<file path="src/rtl/rcp_pkg.sv">
// ==========================================================================
// Shared constants for the receiver clock and polling control block.
// ==========================================================================
package rcp_pkg;

    // ======================================================================
    // Register port geometry and offsets.
    // ======================================================================
    localparam int ADDR_W = 4;
    localparam int DATA_W = 16;
    localparam logic [3:0] ADDR_OPCFG = 4'h0;     // Operating configuration register.
    localparam logic [3:0] ADDR_STATUS = 4'h1;    // Live state of the controller.
    localparam logic [3:0] ADDR_SLEEPCNT = 4'h2;  // Remaining sleep count, low 16 bits.

    // ======================================================================
    // Field layout of the operating configuration register.
    // ======================================================================
    localparam int OPCFG_SLEEP_LSB = 0;   // Five-bit sleep count.
    localparam int OPCFG_SLEEP_W = 5;
    localparam int OPCFG_XSTD_BIT = 5;    // Standard sleep extension.
    localparam int OPCFG_XTEMP_BIT = 6;   // Temporary sleep extension.
    localparam int OPCFG_BAUD_LSB = 7;    // Two-bit baud range, binary 0 to 3.
    localparam int OPCFG_BAUD_W = 2;
    localparam int OPCFG_LINE_BIT = 9;    // 0: one shared line, 1: separate lines.
    localparam int OPCFG_START_LSB = 10;  // Start-up length in baud-scaled periods.
    localparam int OPCFG_START_W = 6;
    localparam logic [15:0] OPCFG_RST = 16'h400A;

    // Sleep count value that parks the receiver asleep until reprogrammed.
    localparam logic [4:0] SLEEP_PERMANENT = 5'h1F;
    // Sleep time is count x extension x 1024 basic periods; both factors are powers of two.
    localparam int SLEEP_UNIT_SHIFT = 10;
    localparam int SLEEP_EXTENSION_FACTOR_SHIFT = 3;
    localparam int SLEEP_CNT_W = 18;

    // ======================================================================
    // Basic clock generation.
    // ======================================================================
    localparam logic [3:0] XTAL_DIV_MODE_LOW = 4'hA;   // 4.90625 MHz / 10.
    localparam logic [3:0] XTAL_DIV_MODE_HIGH = 4'hE;  // 6.76438 MHz / 14.
    localparam int BASIC_PERIOD_LOW_PS = 2038300;
    localparam int BASIC_PERIOD_HIGH_PS = 2069700;
    localparam int CLOCK_PERIOD_PS = 8000;
    // Missing-crystal timeout: two of the longer basic periods, rounded down.
    localparam int XTAL_LOSS_CYCLES = (2 * BASIC_PERIOD_HIGH_PS) / CLOCK_PERIOD_PS;
    localparam int XTAL_LOSS_W = 10;

    // Baud-scaled period in basic periods for ranges 0, 1, 2 and 3.
    localparam logic [3:0] XCLK_DIV_R0 = 4'h8;
    localparam logic [3:0] XCLK_DIV_R1 = 4'h4;
    localparam logic [3:0] XCLK_DIV_R2 = 4'h2;
    localparam logic [3:0] XCLK_DIV_R3 = 4'h1;

    // ======================================================================
    // Polling controller states, one-hot.
    // ======================================================================
    typedef enum logic [4:0] {
        ST_OFF      = 5'h01,
        ST_SLEEP    = 5'h02,
        ST_STARTUP  = 5'h04,
        ST_BITCHECK = 5'h08,
        ST_RECEIVE  = 5'h10
    } rcp_state_e;

    // Pulls the baud range out of a configuration word; used by both the
    // low-pass selector and the divider programming.
    function automatic logic [1:0] rcp_baud_range(input logic [15:0] cfg);
        rcp_baud_range = cfg[OPCFG_BAUD_LSB +: OPCFG_BAUD_W];
    endfunction

endpackage

</file>
<file path="src/rtl/rcp_clk_if.sv">
`timescale 1ns/1ps
// ==========================================================================
// Clock generation signals between the controller and its divider.
// ==========================================================================
interface rcp_clk_if;
    logic crystal_tick;     // One pulse per crystal oscillator cycle.
    logic mode_sel;         // Frequency-select strap level.
    logic [1:0] baud_range; // Baud range setting.
    logic basic_tick;       // One pulse per basic clock period.
    logic baud_tick;        // One pulse per baud-scaled clock period.

    modport ctl (output crystal_tick, output mode_sel, output baud_range,
                 input basic_tick, input baud_tick);
    modport div (input crystal_tick, input mode_sel, input baud_range,
                 output basic_tick, output baud_tick);
endinterface

</file>
<file path="src/rtl/rcp_divider.sv">
`timescale 1ns/1ps
// ==========================================================================
// Crystal divider: basic clock and baud-scaled clock ticks.
// ==========================================================================
module rcp_divider
    import rcp_pkg::*;
(
    // Clock and reset.
    input wire logic clk,
    input wire logic rst_b,
    // Divider side of the clock interface.
    rcp_clk_if.div ck
);

    logic [3:0] xtal_cnt_q, xtal_cnt_d;  // Crystal cycles within a basic period.
    logic [3:0] baud_cnt_q, baud_cnt_d;  // Basic periods within a baud period.
    logic basic_q, basic_d;              // Registered basic tick.
    logic baud_q, baud_d;                // Registered baud tick.
    logic [3:0] xtal_div;                // Divide factor from the strap.
    logic [3:0] baud_div;                // Divide factor from the baud range.

    // ======================================================================
    // Next-state logic.
    // ======================================================================
    // The strap is read live, so changing it retimes the period already in progress.
    always_comb begin
        xtal_div = ck.mode_sel ? XTAL_DIV_MODE_HIGH : XTAL_DIV_MODE_LOW;
        case (ck.baud_range)
            2'h0: baud_div = XCLK_DIV_R0;
            2'h1: baud_div = XCLK_DIV_R1;
            2'h2: baud_div = XCLK_DIV_R2;
            default: baud_div = XCLK_DIV_R3;
        endcase
        xtal_cnt_d = xtal_cnt_q;
        baud_cnt_d = baud_cnt_q;
        basic_d = 1'b0;
        baud_d = 1'b0;
        if (ck.crystal_tick) begin
            if (xtal_cnt_q >= xtal_div - 4'h1) begin
                // A basic period ends; the baud counter advances on it.
                xtal_cnt_d = 4'h0;
                basic_d = 1'b1;
                if (baud_cnt_q >= baud_div - 4'h1) begin
                    baud_cnt_d = 4'h0;
                    baud_d = 1'b1;
                end else begin
                    baud_cnt_d = baud_cnt_q + 4'h1;
                end
            end else begin
                xtal_cnt_d = xtal_cnt_q + 4'h1;
            end
        end
    end

    // ======================================================================
    // Registers.
    // ======================================================================
    always_ff @(posedge clk) begin
        if (!rst_b) begin
            xtal_cnt_q <= 4'h0;
            baud_cnt_q <= 4'h0;
            basic_q <= 1'b0;
            baud_q <= 1'b0;
        end else begin
            xtal_cnt_q <= xtal_cnt_d;
            baud_cnt_q <= baud_cnt_d;
            basic_q <= basic_d;
            baud_q <= baud_d;
        end
    end

    assign ck.basic_tick = basic_q;
    assign ck.baud_tick = baud_q;

endmodule

</file>
<file path="src/rtl/rcp_top.sv">
// Our own choices: the placing of the registers and the address-and-strobe port.
`timescale 1ns/1ps
// Summary of operation
// - Basic clock divides crystal by strap-chosen factor
// - Strap low 2.0383 us, high 2.0697 us
// - Basic clock times polling, programming, filter tuning
// - Baud clock is 8,4,2,1 basic periods
// - Baud range selects data low-pass cutoff
// - Polling briefly enables path for bit check
// - Stay active only on valid signal, else sleep
// - Host may write every polling parameter
// - Host link: one shared line or separate lines
// - Enable low sleeps, enable high runs polling
// - Sleep is count x extension x 1024 periods
module rcp_top
    import rcp_pkg::*;
(
    // Clock and reset.
    input wire logic CLOCK,
    input wire logic RST_B,
    // Crystal oscillator tick and frequency-select strap.
    input wire logic CRYSTAL_OSC_TICK,
    input wire logic MODE_SEL,
    // Host control and data lines.
    input wire logic ENABLE,
    input wire logic DATA_IN,
    output logic DATA_OUT,
    output logic DATA_OE_B,
    output logic RX_DATA_OUT,
    // Register port.
    input wire logic [ADDR_W-1:0] ADDR,
    input wire logic [DATA_W-1:0] WDATA,
    input wire logic WR,
    input wire logic RD,
    output logic [DATA_W-1:0] RDATA,
    // Signal path and bit-check logic.
    input wire logic DEMOD_DATA,
    input wire logic BITCHECK_OK,
    input wire logic BITCHECK_FAIL,
    output logic SIGNAL_PATH_EN,
    output logic BITCHECK_EN,
    output logic [1:0] LOWPASS_SEL,
    output logic BASIC_TICK,
    output logic BAUD_TICK
);

    // ======================================================================
    // Declarations.
    // ======================================================================
    rcp_clk_if ck ();                         // Link to the divider.

    logic [DATA_W-1:0] opcfg_q, opcfg_d;      // Operating configuration register.
    logic [DATA_W-1:0] rdata_q, rdata_d;      // Read data, valid the cycle after a read.
    rcp_state_e state_q, state_d;             // Polling controller state.
    logic [SLEEP_CNT_W-1:0] sleep_q, sleep_d; // Basic periods left in sleep.
    logic [OPCFG_START_W-1:0] start_q, start_d; // Baud periods left in start-up.
    logic [XTAL_LOSS_W-1:0] wd_q, wd_d;       // Cycles since the last basic tick.
    logic alive_q, alive_d;                   // Crystal seen recently.
    logic path_q, path_d;                     // Signal path enable.
    logic chk_q, chk_d;                       // Bit check enable.
    logic dout_q, dout_d;                     // Shared data line output.
    logic oe_b_q, oe_b_d;                     // Shared data line enable, low drives.
    logic rxo_q, rxo_d;                       // Separate data output.
    logic fail_clear;                         // Bit check failed this cycle.
    logic [4:0] sleep_field;                  // Programmed sleep count.
    logic sleep_ext;                          // Standard extension set, or temporary one with no failing check.
    logic [SLEEP_CNT_W-1:0] sleep_load;       // Sleep length for a fresh sleep.

    // ======================================================================
    // Divider instance.
    // ======================================================================
    assign ck.crystal_tick = CRYSTAL_OSC_TICK;
    assign ck.mode_sel = MODE_SEL;
    assign ck.baud_range = rcp_baud_range(opcfg_q);

    rcp_divider u_div (
        .clk(CLOCK),
        .rst_b(RST_B),
        .ck(ck)
    );

    // ======================================================================
    // Configuration register.
    // ======================================================================
    // A host write lands last, so writing the temporary extension back to
    // one in the cycle the hardware clears it keeps the one.
    always_comb begin
        fail_clear = state_q == ST_BITCHECK && BITCHECK_FAIL;
        opcfg_d = opcfg_q;
        if (fail_clear) begin
            opcfg_d[OPCFG_XTEMP_BIT] = 1'b0;
        end
        if (WR && ADDR == ADDR_OPCFG) begin
            opcfg_d = WDATA;
        end
    end

    always_ff @(posedge CLOCK) begin
        if (!RST_B) begin
            opcfg_q <= OPCFG_RST;
        end else begin
            opcfg_q <= opcfg_d;
        end
    end

    // ======================================================================
    // Read port.
    // ======================================================================
    // Unmapped offsets read as zero; data stands only in the cycle after RD.
    always_comb begin
        rdata_d = '0;
        if (RD) begin
            if (ADDR == ADDR_OPCFG) begin
                rdata_d = opcfg_q;
            end else if (ADDR == ADDR_STATUS) begin
                rdata_d = {5'h00, MODE_SEL, DATA_IN, alive_q, opcfg_q[OPCFG_XTEMP_BIT],
                           rcp_baud_range(opcfg_q), state_q};
            end else if (ADDR == ADDR_SLEEPCNT) begin
                rdata_d = sleep_q[DATA_W-1:0];
            end else begin
                rdata_d = '0;
            end
        end
    end

    always_ff @(posedge CLOCK) begin
        if (!RST_B) begin
            rdata_q <= '0;
        end else begin
            rdata_q <= rdata_d;
        end
    end

    // ======================================================================
    // Crystal watchdog.
    // ======================================================================
    // Without crystal ticks the controller simply freezes, so software gets
    // a status bit rather than a silent hang.
    always_comb begin
        wd_d = wd_q;
        alive_d = alive_q;
        if (ck.basic_tick) begin
            wd_d = '0;
            alive_d = 1'b1;
        end else if (wd_q >= XTAL_LOSS_W'(XTAL_LOSS_CYCLES)) begin
            alive_d = 1'b0;
        end else begin
            wd_d = wd_q + XTAL_LOSS_W'(1);
        end
    end

    always_ff @(posedge CLOCK) begin
        if (!RST_B) begin
            wd_q <= '0;
            alive_q <= 1'b0;
        end else begin
            wd_q <= wd_d;
            alive_q <= alive_d;
        end
    end

    // ======================================================================
    // Polling controller.
    // ======================================================================
    // Sleep length is the count shifted by 10, and by 3 more when extended.
    always_comb begin
        sleep_field = opcfg_q[OPCFG_SLEEP_LSB +: OPCFG_SLEEP_W];
        // A failing check drops the temporary extension before this reload.
        sleep_ext = opcfg_q[OPCFG_XSTD_BIT] | (opcfg_q[OPCFG_XTEMP_BIT] & ~fail_clear);
        sleep_load = SLEEP_CNT_W'(sleep_field) << SLEEP_UNIT_SHIFT;
        if (sleep_ext) begin
            sleep_load = sleep_load << SLEEP_EXTENSION_FACTOR_SHIFT;
        end
    end

    // All timing counts advance on basic or baud ticks, never on CLOCK.
    always_comb begin
        state_d = state_q;
        sleep_d = sleep_q;
        start_d = start_q;
        if (!ENABLE) begin
            // Enable low stops polling from any state.
            state_d = ST_OFF;
        end else begin
            case (state_q)
                ST_OFF: begin
                    state_d = ST_SLEEP;
                    sleep_d = sleep_load;
                end
                ST_SLEEP: begin
                    if (sleep_field == SLEEP_PERMANENT) begin
                        // Parked until another count is written.
                        sleep_d = sleep_load;
                    end else if (sleep_q == '0) begin
                        state_d = ST_STARTUP;
                        start_d = opcfg_q[OPCFG_START_LSB +: OPCFG_START_W];
                    end else if (ck.basic_tick) begin
                        sleep_d = sleep_q - SLEEP_CNT_W'(1);
                    end
                end
                ST_STARTUP: begin
                    if (start_q == '0) begin
                        state_d = ST_BITCHECK;
                    end else if (ck.baud_tick) begin
                        start_d = start_q - OPCFG_START_W'(1);
                    end
                end
                ST_BITCHECK: begin
                    if (BITCHECK_FAIL) begin
                        state_d = ST_SLEEP;
                        sleep_d = sleep_load;
                    end else if (BITCHECK_OK) begin
                        state_d = ST_RECEIVE;
                    end
                end
                ST_RECEIVE: begin
                    state_d = ST_RECEIVE;
                end
                default: begin
                    state_d = ST_OFF;
                end
            endcase
        end
    end

    always_ff @(posedge CLOCK) begin
        if (!RST_B) begin
            state_q <= ST_OFF;
            sleep_q <= '0;
            start_q <= '0;
        end else begin
            state_q <= state_d;
            sleep_q <= sleep_d;
            start_q <= start_d;
        end
    end

    // ======================================================================
    // Outputs to the signal path and the host.
    // ======================================================================
    // Outputs follow the next state so they line up with state_q.
    always_comb begin
        path_d = state_d == ST_STARTUP || state_d == ST_BITCHECK || state_d == ST_RECEIVE;
        chk_d = state_d == ST_BITCHECK;
        dout_d = 1'b1;
        oe_b_d = 1'b1;
        rxo_d = 1'b0;
        if (state_d == ST_RECEIVE) begin
            if (opcfg_d[OPCFG_LINE_BIT]) begin
                rxo_d = DEMOD_DATA;
            end else begin
                dout_d = DEMOD_DATA;
                oe_b_d = 1'b0;
            end
        end
    end

    always_ff @(posedge CLOCK) begin
        if (!RST_B) begin
            path_q <= 1'b0;
            chk_q <= 1'b0;
            dout_q <= 1'b1;
            oe_b_q <= 1'b1;
            rxo_q <= 1'b0;
        end else begin
            path_q <= path_d;
            chk_q <= chk_d;
            dout_q <= dout_d;
            oe_b_q <= oe_b_d;
            rxo_q <= rxo_d;
        end
    end

    assign SIGNAL_PATH_EN = path_q;
    assign BITCHECK_EN = chk_q;
    assign DATA_OUT = dout_q;
    assign DATA_OE_B = oe_b_q;
    assign RX_DATA_OUT = rxo_q;
    assign RDATA = rdata_q;
    assign LOWPASS_SEL = rcp_baud_range(opcfg_q);
    assign BASIC_TICK = ck.basic_tick;
    assign BAUD_TICK = ck.baud_tick;

endmodule

</file>
<file path="config.mk">
export PLATFORM = sky130hd
export DESIGN_NAME = rcp_top
export DESIGN_NICKNAME = d
export VERILOG_FILES = /design/src/rtl/rcp_pkg.sv /design/src/rtl/rcp_clk_if.sv /design/src/rtl/rcp_divider.sv /design/src/rtl/rcp_top.sv
export SDC_FILE = /design/constraint.sdc
export NUM_CORES = 1
export LEC_CHECK = 0
export ABC_AREA = 1
export ABC_CLOCK_PERIOD_IN_PS = 4700
export BUFFER_PORTS_ARGS = -buffer_cell sky130_fd_sc_hd__buf_2
export CAP_MARGIN = 20
export CORE_ASPECT_RATIO = 1.5
export CORE_MARGIN = 2
export CORE_UTILIZATION = 30
export DETAILED_ROUTE_END_ITERATION = 6
export PLACE_DENSITY = 0.55
export SLEW_MARGIN = 20
export SYNTH_ARGS = -nofsm -noshare
export SYNTH_HDL_FRONTEND = slang
export SYNTH_SLANG_ARGS = --single-unit
</file>
<file path="constraint.sdc">
create_clock -name CLOCK -period 4.7 [get_ports CLOCK]
set_clock_uncertainty 0.15 [all_clocks]
set_input_delay 0.235 -clock CLOCK [delete_from_list [all_inputs] [get_ports CLOCK]]
set_output_delay 0.235 -clock CLOCK [all_outputs]
set_load 0.01 [all_outputs]
</file>
After elaboration in Yosys (flattened, before gate mapping)
Index checks and enable logic that the tools add are counted.
{"block": "classes", "add_sub_neg": 7, "order_cmp": 3, "eq_ne": 20, "n_mux": 32, "bitwise_logic": 5, "n_reduce_logical": 22}
{"cell": "$mux 18", "count": 5}
{"cell": "$pmux 18 s3", "count": 1}
{"cell": "$mux 16", "count": 3}
{"cell": "$mux 5", "count": 6}
{"cell": "$pmux 5 s5", "count": 1}
{"cell": "$mux 6", "count": 4}
{"cell": "$logic_not 18->1", "count": 1}
{"cell": "$sub 18x1->18 const B", "count": 1}
{"cell": "$eq 5x5->1 const B", "count": 3}
{"cell": "$pmux 4 s3", "count": 1}
{"cell": "$pmux 6 s2", "count": 1}
{"cell": "$add 10x1->10 const B", "count": 1}
{"cell": "$eq 5x3->1 const B", "count": 2}
{"cell": "$eq 5x4->1 const B", "count": 2}
{"cell": "$ge 10x10->1 const B", "count": 1}
{"cell": "$mux 10", "count": 1}
{"cell": "$add 4x1->4 const B", "count": 2}
{"cell": "$ge 4x4->1", "count": 2}
{"cell": "$mux 4", "count": 2}
{"cell": "$ne 2x2->1 const B", "count": 4}
{"cell": "$reduce_and 2->1", "count": 4}
{"cell": "$sub 4x1->4 const B", "count": 2}
{"cell": "$logic_not 6->1", "count": 1}
{"cell": "$mux 1", "count": 6}
{"cell": "25 further kinds", "count": 32}
{"block": "word_totals", "register_bits": 87, "in_bits": 31}

Longest topological paths before layout
Gate-level depths: netlist of the first run.
{"block": "depth", "word_depth": 8, "depth_mapped": 12, "ltp_nobuf": 12}

Modules after synthesis
From an unflattened synthesis of the first run, not the netlist that was laid out.
{"block": "unflattened", "cells_unflattened": 671, "area_unflattened_um2": 4609.4}
{"module": "rcp_top", "n_inst": 1, "cells_each": 578, "area_per_inst_um2": 3921.3, "seq_area_each_um2": 1541.5}
{"module": "rcp_divider", "n_inst": 1, "cells_each": 93, "area_per_inst_um2": 688.2, "seq_area_each_um2": 200.2}

Worst setup path before layout of the first run
No wires, ideal clock.
{"block": "synth_path", "path_kind": "reg-to-reg", "startpoint": "register sleep_q[0]", "endpoint": "register state_q[1]", "arrival_time_ps": 1525, "slack_ps": 2897, "stages_incl_launch_ff": 10, "path_buffers": 0, "period_less_slack_ps": 1803, "cell_sequence": "dfxtp_1 -> inv_1 -> ha_1 -> nand2_1 -> nor2_4 -> nand3_2 -> o21ai_2 -> nand3_1 -> nand2_1 -> nor2_1"}
{"block": "synth_between", "elab_chain_cells": 5}
{"element": "start: declaration", "line": "rcp_top.sv:55", "text": "logic [SLEEP_CNT_W-1:0] sleep_q, sleep_d;"}
{"element": "start signal: assignment", "line": "rcp_top.sv:233", "text": "sleep_q <= sleep_d;"}
{"element": "$logic_not 18->1", "line": "rcp_top.sv:194", "text": "end else if (sleep_q == '0) begin"}
{"element": "$mux 5", "line": "rcp_top.sv:194"}
{"element": "$mux 5", "line": "rcp_top.sv:191", "text": "if (sleep_field == SLEEP_PERMANENT) begin"}
{"element": "$pmux 5 s5", "line": "rcp_top.sv:185", "text": "case (state_q)"}
{"element": "$mux 5", "line": "rcp_top.sv:181", "text": "if (!ENABLE) begin"}
{"element": "end signal: assignment", "line": "rcp_top.sv:232", "text": "state_q <= state_d;"}
{"element": "end: declaration", "line": "rcp_top.sv:54", "text": "rcp_state_e state_q, state_d;"}
No other way between the ends.
A chain may end at the register's enable or synchronous reset.

Worst setup path after layout of the first run
{"block": "layout_path", "startpoint": "register state_q[3]", "endpoint": "register sleep_q[17]"}
{"block": "layout_between", "elab_chain_cells": 8}
{"element": "$eq 5x4->1", "line": "rcp_top.sv:88, rcp_top.sv:185"}
{"element": "$logic_and 1x1->1", "line": "rcp_top.sv:88", "text": "fail_clear = state_q == ST_BITCHECK && BITCHECK_FAIL;"}
{"element": "$not 1->1", "line": "rcp_top.sv:169", "text": "sleep_ext = opcfg_q[OPCFG_XSTD_BIT] | (opcfg_q[OPCFG_XTEMP_BIT] & ~fail_clear);"}
{"element": "$and 1x1->1", "line": "rcp_top.sv:169"}
{"element": "$or 1x1->1", "line": "rcp_top.sv:169"}
{"element": "$mux 18", "line": "rcp_top.sv:171", "text": "if (sleep_ext) begin"}
{"element": "$mux 18 (on tied branches)", "line": "rcp_top.sv:209, rcp_top.sv:191"}
{"element": "$pmux 18 s3", "line": "rcp_top.sv:185"}
Several ways; a longest one is shown, not always the timed one. The select of a mux whose other input is x is not followed.

==> summary.md, run 1 <==
| Metric | Value |
|---|---|
| DRC viols | `0` |
| Type of the most critical hold path | `primary input to flip-flop` |
| Largest net degree at the start of global routing | `29` |
| WHS | `0.0168 ns` |
| Hold Path Cell Cnt | `3` |
| Net Switching | `0.438 mW` |
| Gpl congestion | `0.869` |
| Worst slew pin tran | `0.933 ns` |
| Total of warnings raised by yosys | `0` |
| N_diodes | `0` |
| Seq pwr share | `47.4%` |
| Initial antenna violation count | `0` |
| Final setup TNS | `0 ns` |
| DR iter-0 viols | `189` |
| Clock power frac | `41.9%` |
| Switch share | `26.9%` |
| Slew Viols, Final | `0` |
| Remaining antenna violation count | `0` |
| Critical path class | `flip-flop to flip-flop` |
| Synth Instances | `640` |
| CP max stage delay | `0.59 ns` |
| Max cap viols | `0` |
| Filler cell count | `1584` |
| Net Count, Synth | `684` |
| FF-to-FF path depth | `9` |
| Worst EP arrival | `2.74 ns` |
| Synthesis-stage register bit count | `87` |
| Leakage | `2.25 nW` |
| Mapped Avg Cell Area | `6.94 sq um` |
| Vias in the first global route | `4158` |
| Area Overhead vs Synth | `16.2%` |
| Post-Syn Area | `4440 sq um` |
| Initial Util | `30.6%` |
| # clock sinks | `87` |
| Critical Path Fanout Max | `12` |
| Startpoint Class | `flip-flop` |
| Required time of the critical path | `4.82 ns` |
| Routed length per instance | `13.9 um` |
| Slowest CP cell | `nor2_2` |
| DP HPWL | `9420 um` |
| Sequential area share after synthesis | `39.2%` |
| Slew HR | `37.3%` |
| Die H | `153 um` |
| Clock Tree Root | `clkbuf_16` |
| PostCTS Resize Cnt | `0` |
| Sequential Area | `1740 sq um` |
| Peak Freq | `382 MHz` |
| Worst path bufs/invs | `1` |
| Vias | `4223` |
| Port-buffer cells | `55` |
| Unique cell type count in the Yosys netlist | `37` |
| VDD IR max | `0.000169 V` |
| Delay-heaviest family, CP | `simple AND/OR/NAND/NOR gates` |
| Area of the multi-input gates | `2290 sq um` |
| Status | `finished, final reports clean` |
| CTS Buf Count | `9` |
| CTS tree | `yes` |
| Final Critical Period | `2.62 ns` |
| Die W | `103 um` |
| Overall routing resource usage | `16.6%` |
| CP Depth | `9` |
| Power share of the combinational group | `10.7%` |
| First-pass GRT wire length | `20500 um` |
| Initial DRT Pass Iterations | `4` |
| Hold Fails Final Rpt | `0` |
| Post-CTS Hold Fix Bufs | `4` |
| Core area | `14500 sq um` |
| Internal | `1.19 mW` |
| Clock H-tree levels | `3` |
| Via density | `4.75` |
| CP dominant cell by count | `nand2_1` |
| CP endpoint kind | `flip-flop` |
| Die area | `15800 sq um` |
| GRT overflow | `0` |
| Worst path cell trace | `nor2_2 -> nand4_1 -> nor2_2 -> clkinv_1 -> nor2_1 -> nand2_1 -> nand2_1 -> nand2_1 -> a21oi_1` |
| I/O pin count | `56` |
| Post-Route WL | `12300 um` |
| Setup Buffers After CTS | `0` |
| Setup-failing EPs final | `0` |
| Pwr/cell area | `315 nW/um^2` |
| Nets | `732` |
| Fin crit share | `55.7%` |
| Clk_lat worst skew | `0.34 ns` |
| Standard-cell rows | `54` |
| CTS clk-pin slew, worst paths | `0.07 ns` |
| RSZ-0062 raised after global routing | `no` |
| CTS Buffer Depth | `2` |
| Ratio of cells with drive above 1 in the final layout | `13.0%` |
-- layer usage --
| layer | up-vias | share of wire (%) | GRT usage, % |
|---|---|---|---|
| met1 | 1912 | 39 | 18.2 |
| met5 | - | 0 | 0 |
| met3 | 34 | 3.5 | 2.83 |
| met4 | 0 | 5.4 | 10.5 |
| met2 | 92 | 52 | 28.5 |
| li1 | 2185 | - | - |
-- Yosys cell counts, drive strengths merged --
cell type / instances / share of area (%)
xor2: 10 / 2.0
a211oi: 3 / 0.51
o21ai: 48 / 5.5
nor3b: 1 / 0.17
xnor2: 4 / 0.79
ha: 13 / 3.7
o21bai: 2 / 0.34
buf: 12 / 2.0
clkinv: 1 / 0.084
a21oi: 53 / 6.1
or2: 3 / 0.42
nand2: 149 / 13
nor4: 2 / 0.28
o2111ai: 1 / 0.20
nand3: 45 / 5.2
a21boi: 1 / 0.17
a221oi: 9 / 1.8
nand4: 10 / 1.4
nor3: 17 / 2.2
o211ai: 3 / 0.51
dfxtp: 87 / 39
clkbuf: 11 / 0.93
nand3b: 2 / 0.34
inv: 72 / 6.1
dlygate4sd1: 1 / 0.20
nor2: 80 / 7.3
-- layout make-up --
type | instances | share of cell area (%)
clock buffer | 10 | 4.63
clock inverter | 6 | 0.848
inverter | 73 | 5.31
multi-input combinational | 456 | 44.3
sequential | 87 | 33.7
tap | 196 | 4.75
timing repair buffer | 61 | 6.40
-- logic make-up (layout without fill, tap and decap cells) --
| logic type | count (synthesis) | after routing | share of synthesized area (%) |
|---|---|---|---|
| compound gates | 120 | 120 | 15.0 |
| xor+xnor | 14 | 14 | 2.76 |
| fa+ha+maj | 13 | 13 | 3.66 |
| buf+inv | 97 | 150 | 9.29 |
| flops | 87 | 87 | 39.2 |
| simple gates | 309 | 309 | 30.0 |
-- per-stage QoR --
stage	setup WS, ns	std cells	utilization (%)	power [mW]	instance area [sq um]
finish	2.08	889	35.5	1.63	5160
global route	1.76	889	35.5	1.70	5160
CTS	2.06	889	35.5	1.64	5160
detailed placement	2.07	869	33.3	0.960	4840
global placement	2.12	869	33.3	0.961	4840
floorplan	2.90	640	-	0.911	4440
-- power by group through the flow --
stage          Sequential (mW)  Clock [mW]  Combinational (mW)
4_1_cts                  0.771       0.697               0.176
2_1_floorplan            0.782           0               0.128
3_5_place_dp             0.787           0               0.173
5_1_grt                  0.773       0.730               0.201
3_3_place_gp             0.788           0               0.174
6_report                 0.771       0.681               0.175
-- path summary, 6_finish.rpt --
kind	startpoint	endpoint	slack, ns
setup / recovery	state_q[3]$_SDFF_PN0_	sleep_q[17]$_SDFFE_PN0P_	2.08
hold / removal	WDATA[11]	opcfg_q[11]$_SDFFE_PN0P_	0.02
setup reg to reg	state_q[3]$_SDFF_PN0_	sleep_q[17]$_SDFFE_PN0P_	2.08
hold reg to reg	u_div.baud_cnt_q[3]$_SDFFE_PN0P_	u_div.baud_cnt_q[3]$_SDFFE_PN0P_	0.31
-- flip-flops by register name (all words and copies together) (netlist names), 4 cells and up --
| register | count |
|---|---|
| u_div.xtal_cnt_q | 4 |
| opcfg_q | 16 |
| sleep_q | 18 |
| u_div.baud_cnt_q | 4 |
| wd_q | 10 |
| RDATA | 16 |
| state_q | 5 |
| start_q | 6 |
-- layout by cell type (no fill, tap or decap), types with 10 or more instances in the layout --
cell and instances:
nand3_1 44, ha_1 13, inv_1 71, nor2_1 75, nor3_1 16, xor2_1 10, o21ai_0 47, a21oi_1 52
dfxtp_1 87, nand4_1 10, buf_2 55, nand2_1 145
-- tightest hold or removal path: cells and delay by family --
kind	cells	cell delay, ns
AO/OA/AOI/OAI	1	0.06
buffers and inverters	1	0.10
AND/OR/NAND/NOR	1	0.06
No activity file was read; power rests on OpenSTA's default activity.
==> run 2: changes to the inputs <==
- ABC_CLOCK_PERIOD_IN_PS: 4700 -> 2200
- PLACE_DENSITY: 0.55 -> 0.56
- clock period: 4.7 -> 2.2 ns (I/O delays scaled with it)
==> run 2 against run 1 <==
Clock power increased by 120%. Sequential power increased by 110%. Critical path depth increased by 1. Die area unchanged. Global-route usage increased by 0.45 points. Highest routed layer unchanged.
==> summary.md, run 2 (synthesis results as in run 1) <==
| Metric | Value |
|---|---|
| CTS clk-pin slew, worst paths | `0.06 ns` |
| Type of the most critical hold path | `primary input to flip-flop` |
| Max reg flops | `18` |
| Slew Viols, Final | `0` |
| Setup-failing EPs final | `0` |
| Area Overhead vs Synth | `22.7%` |
| Final Critical Period | `2.00 ns` |
| Status | `finished, final reports clean` |
| VDD IR max | `0.000397 V` |
| CTS Buf Count | `9` |
| Final Util | `37.5%` |
| Final setup TNS | `0 ns` |
| RSZ-0062 raised after global routing | `no` |
| Switch share | `25.5%` |
| DP HPWL | `9770 um` |
| DR iter-0 viols | `164` |
| Hold Path End | `RDATA[15]$_SDFF_PN0_` |
| Vias in the first global route | `4252` |
| Critical path class | `flip-flop to flip-flop` |
| Core area | `14500 sq um` |
| Die W | `103 um` |
| DRC viols | `0` |
| Port-buffer cells | `55` |
| Most frequent cells in the layout | `145 x nand2_1, 87 x dfxtp_1, 75 x nor2_1` |
| Filler cell count | `1596` |
| Startpoint Class | `flip-flop` |
| CTS Buffer Depth | `2` |
| FF-to-FF path depth | `10` |
| Overall routing resource usage | `17.0%` |
| Initial antenna violation count | `0` |
| Hold Path Cell Cnt | `3` |
| Setup Buffers After CTS | `0` |
| Required time of the critical path | `2.26 ns` |
| Fin crit share | `90.8%` |
| Initial Util | `30.6%` |
| Peak Freq | `501 MHz` |
| Biggest register | `sleep_q` |
| Clock power frac | `42.6%` |
| Worst EP arrival | `2.06 ns` |
| Gpl congestion | `0.901` |
| Hold Fails Final Rpt | `0` |
| First-pass GRT wire length | `20900 um` |
| HP Start | `ADDR[1]` |
| Critical Path Fanout Max | `9` |
| # clock sinks | `87` |
| Pwr/cell area | `660 nW/um^2` |
| Standard-cell rows | `54` |
| Worst R2R End | `start_q[1]$_SDFFE_PN0P_` |
| Net Switching | `0.919 mW` |
| CTS tree | `yes` |
| Die area | `15800 sq um` |
| Die H | `153 um` |
| I/O pin count | `56` |
| Seq pwr share | `45.7%` |
| Vias | `4290` |
| Leakage | `2.41 nW` |
| Largest net degree at the start of global routing | `29` |
| Worst slew pin tran | `0.697 ns` |
| Post-Route WL | `12900 um` |
| Ratio of cells with drive above 1 in the final layout | `14.5%` |
| Reg2Reg Launch Point | `sleep_q[0]$_SDFFE_PN0P_` |
| Max cap viols | `0` |
| Power share of the combinational group | `11.6%` |
| Internal | `2.68 mW` |
| Commonest non-fill, non-tap cell in the layout | `nand2_1` |
| Initial DRT Pass Iterations | `6` |
| Nets | `762` |
| Clock H-tree levels | `3` |
| Reg2reg setup slack | `0.20 ns` |
| CP endpoint kind | `flip-flop` |
| Via density | `4.67` |
| Clock Tree Root | `clkbuf_16` |
| GRT overflow | `0` |
| Clk_lat worst skew | `0.35 ns` |
| Remaining antenna violation count | `0` |
| Routed length per instance | `14.0 um` |
| Slew HR | `53.4%` |
==> run 2: how the worst max path moves through the flow <==
stage	startpoint	to	cells after the start
after floorplan	sleep_q[0]$_SDFFE_PN0P_	state_q[1]$_SDFF_PN0_	9
after global placement	sleep_q[0]$_SDFFE_PN0P_	sleep_q[15]$_SDFFE_PN0P_	10
after detailed placement	sleep_q[0]$_SDFFE_PN0P_	sleep_q[3]$_SDFFE_PN0P_	10
after CTS	sleep_q[0]$_SDFFE_PN0P_	sleep_q[1]$_SDFFE_PN0P_	10
after global routing	sleep_q[0]$_SDFFE_PN0P_	start_q[0]$_SDFFE_PN0P_	10
final	sleep_q[0]$_SDFFE_PN0P_	start_q[1]$_SDFFE_PN0P_	10
==> run 2: per-layer routing <==
| layer | part of all wire (%) | track usage, % | up-vias | wire [um] |
|---|---|---|---|---|
| met5 | 0 | 0 | - | 0 |
| met4 | 3.8 | 7.39 | 0 | 489 |
| met3 | 2.9 | 2.93 | 28 | 377 |
| met2 | 54 | 30.6 | 70 | 6900 |
| met1 | 40 | 18.9 | 1950 | 5120 |
| li1 | - | - | 2242 | - |
==> run 2: layout make-up <==
type                       instances  area (sq um)  share of cell area, %
sequential                        87          1740                   31.9
antenna                            1          2.50                 0.0459
inverter                          73           274                   5.03
clock buffer                      12           246                   4.52
clock inverter                     3          43.8                  0.803
tap                              196           245                   4.50
timing repair buffer              91           601                   11.0
multi-input combinational        456          2300                   42.2
==> run 2: critical path, stage by stage, from the launching register on <==
cell and delay (ns):
dfxtp_1 0.36, inv_1 0.11, ha_1 0.18, nand2_1 0.14, nor2_4 0.22, nand3_2 0.12, o21ai_2 0.15, buf_4 0.19
nand2_2 0.10, nand2_1 0.08, a21oi_1 0.06
==> run 2: through the flow <==
step	hold slack (ns)	std cells	area, sq um	worst slack, ns	power [mW]
6_report	0.00679	919	5450	0.202	3.60
5_1_grt	0.0216	918	5450	0.0165	3.76
4_1_cts	0.00512	918	5440	0.120	3.63
3_5_place_dp	0.171	886	4980	0.123	2.08
3_3_place_gp	0.171	886	4980	0.225	2.07
2_1_floorplan	0.0732	640	4440	0.397	1.95
==> run 2: power groups by stage <==
stage | logic [mW] | clock network [mW] | registers, mW
after detailed placement | 0.394 | 0 | 1.68
final | 0.419 | 1.53 | 1.65
after global placement | 0.393 | 0 | 1.68
after global routing | 0.475 | 1.64 | 1.65
after floorplan | 0.274 | 0 | 1.67
after CTS | 0.419 | 1.57 | 1.65
==> run 2: timing repair <==
action | CTS | global route
endpoints found under the setup margin | 0 | 15
hold buffers | 17 | 0
endpoints found under the hold margin | 24 | 0
resized for setup | 0 | 2
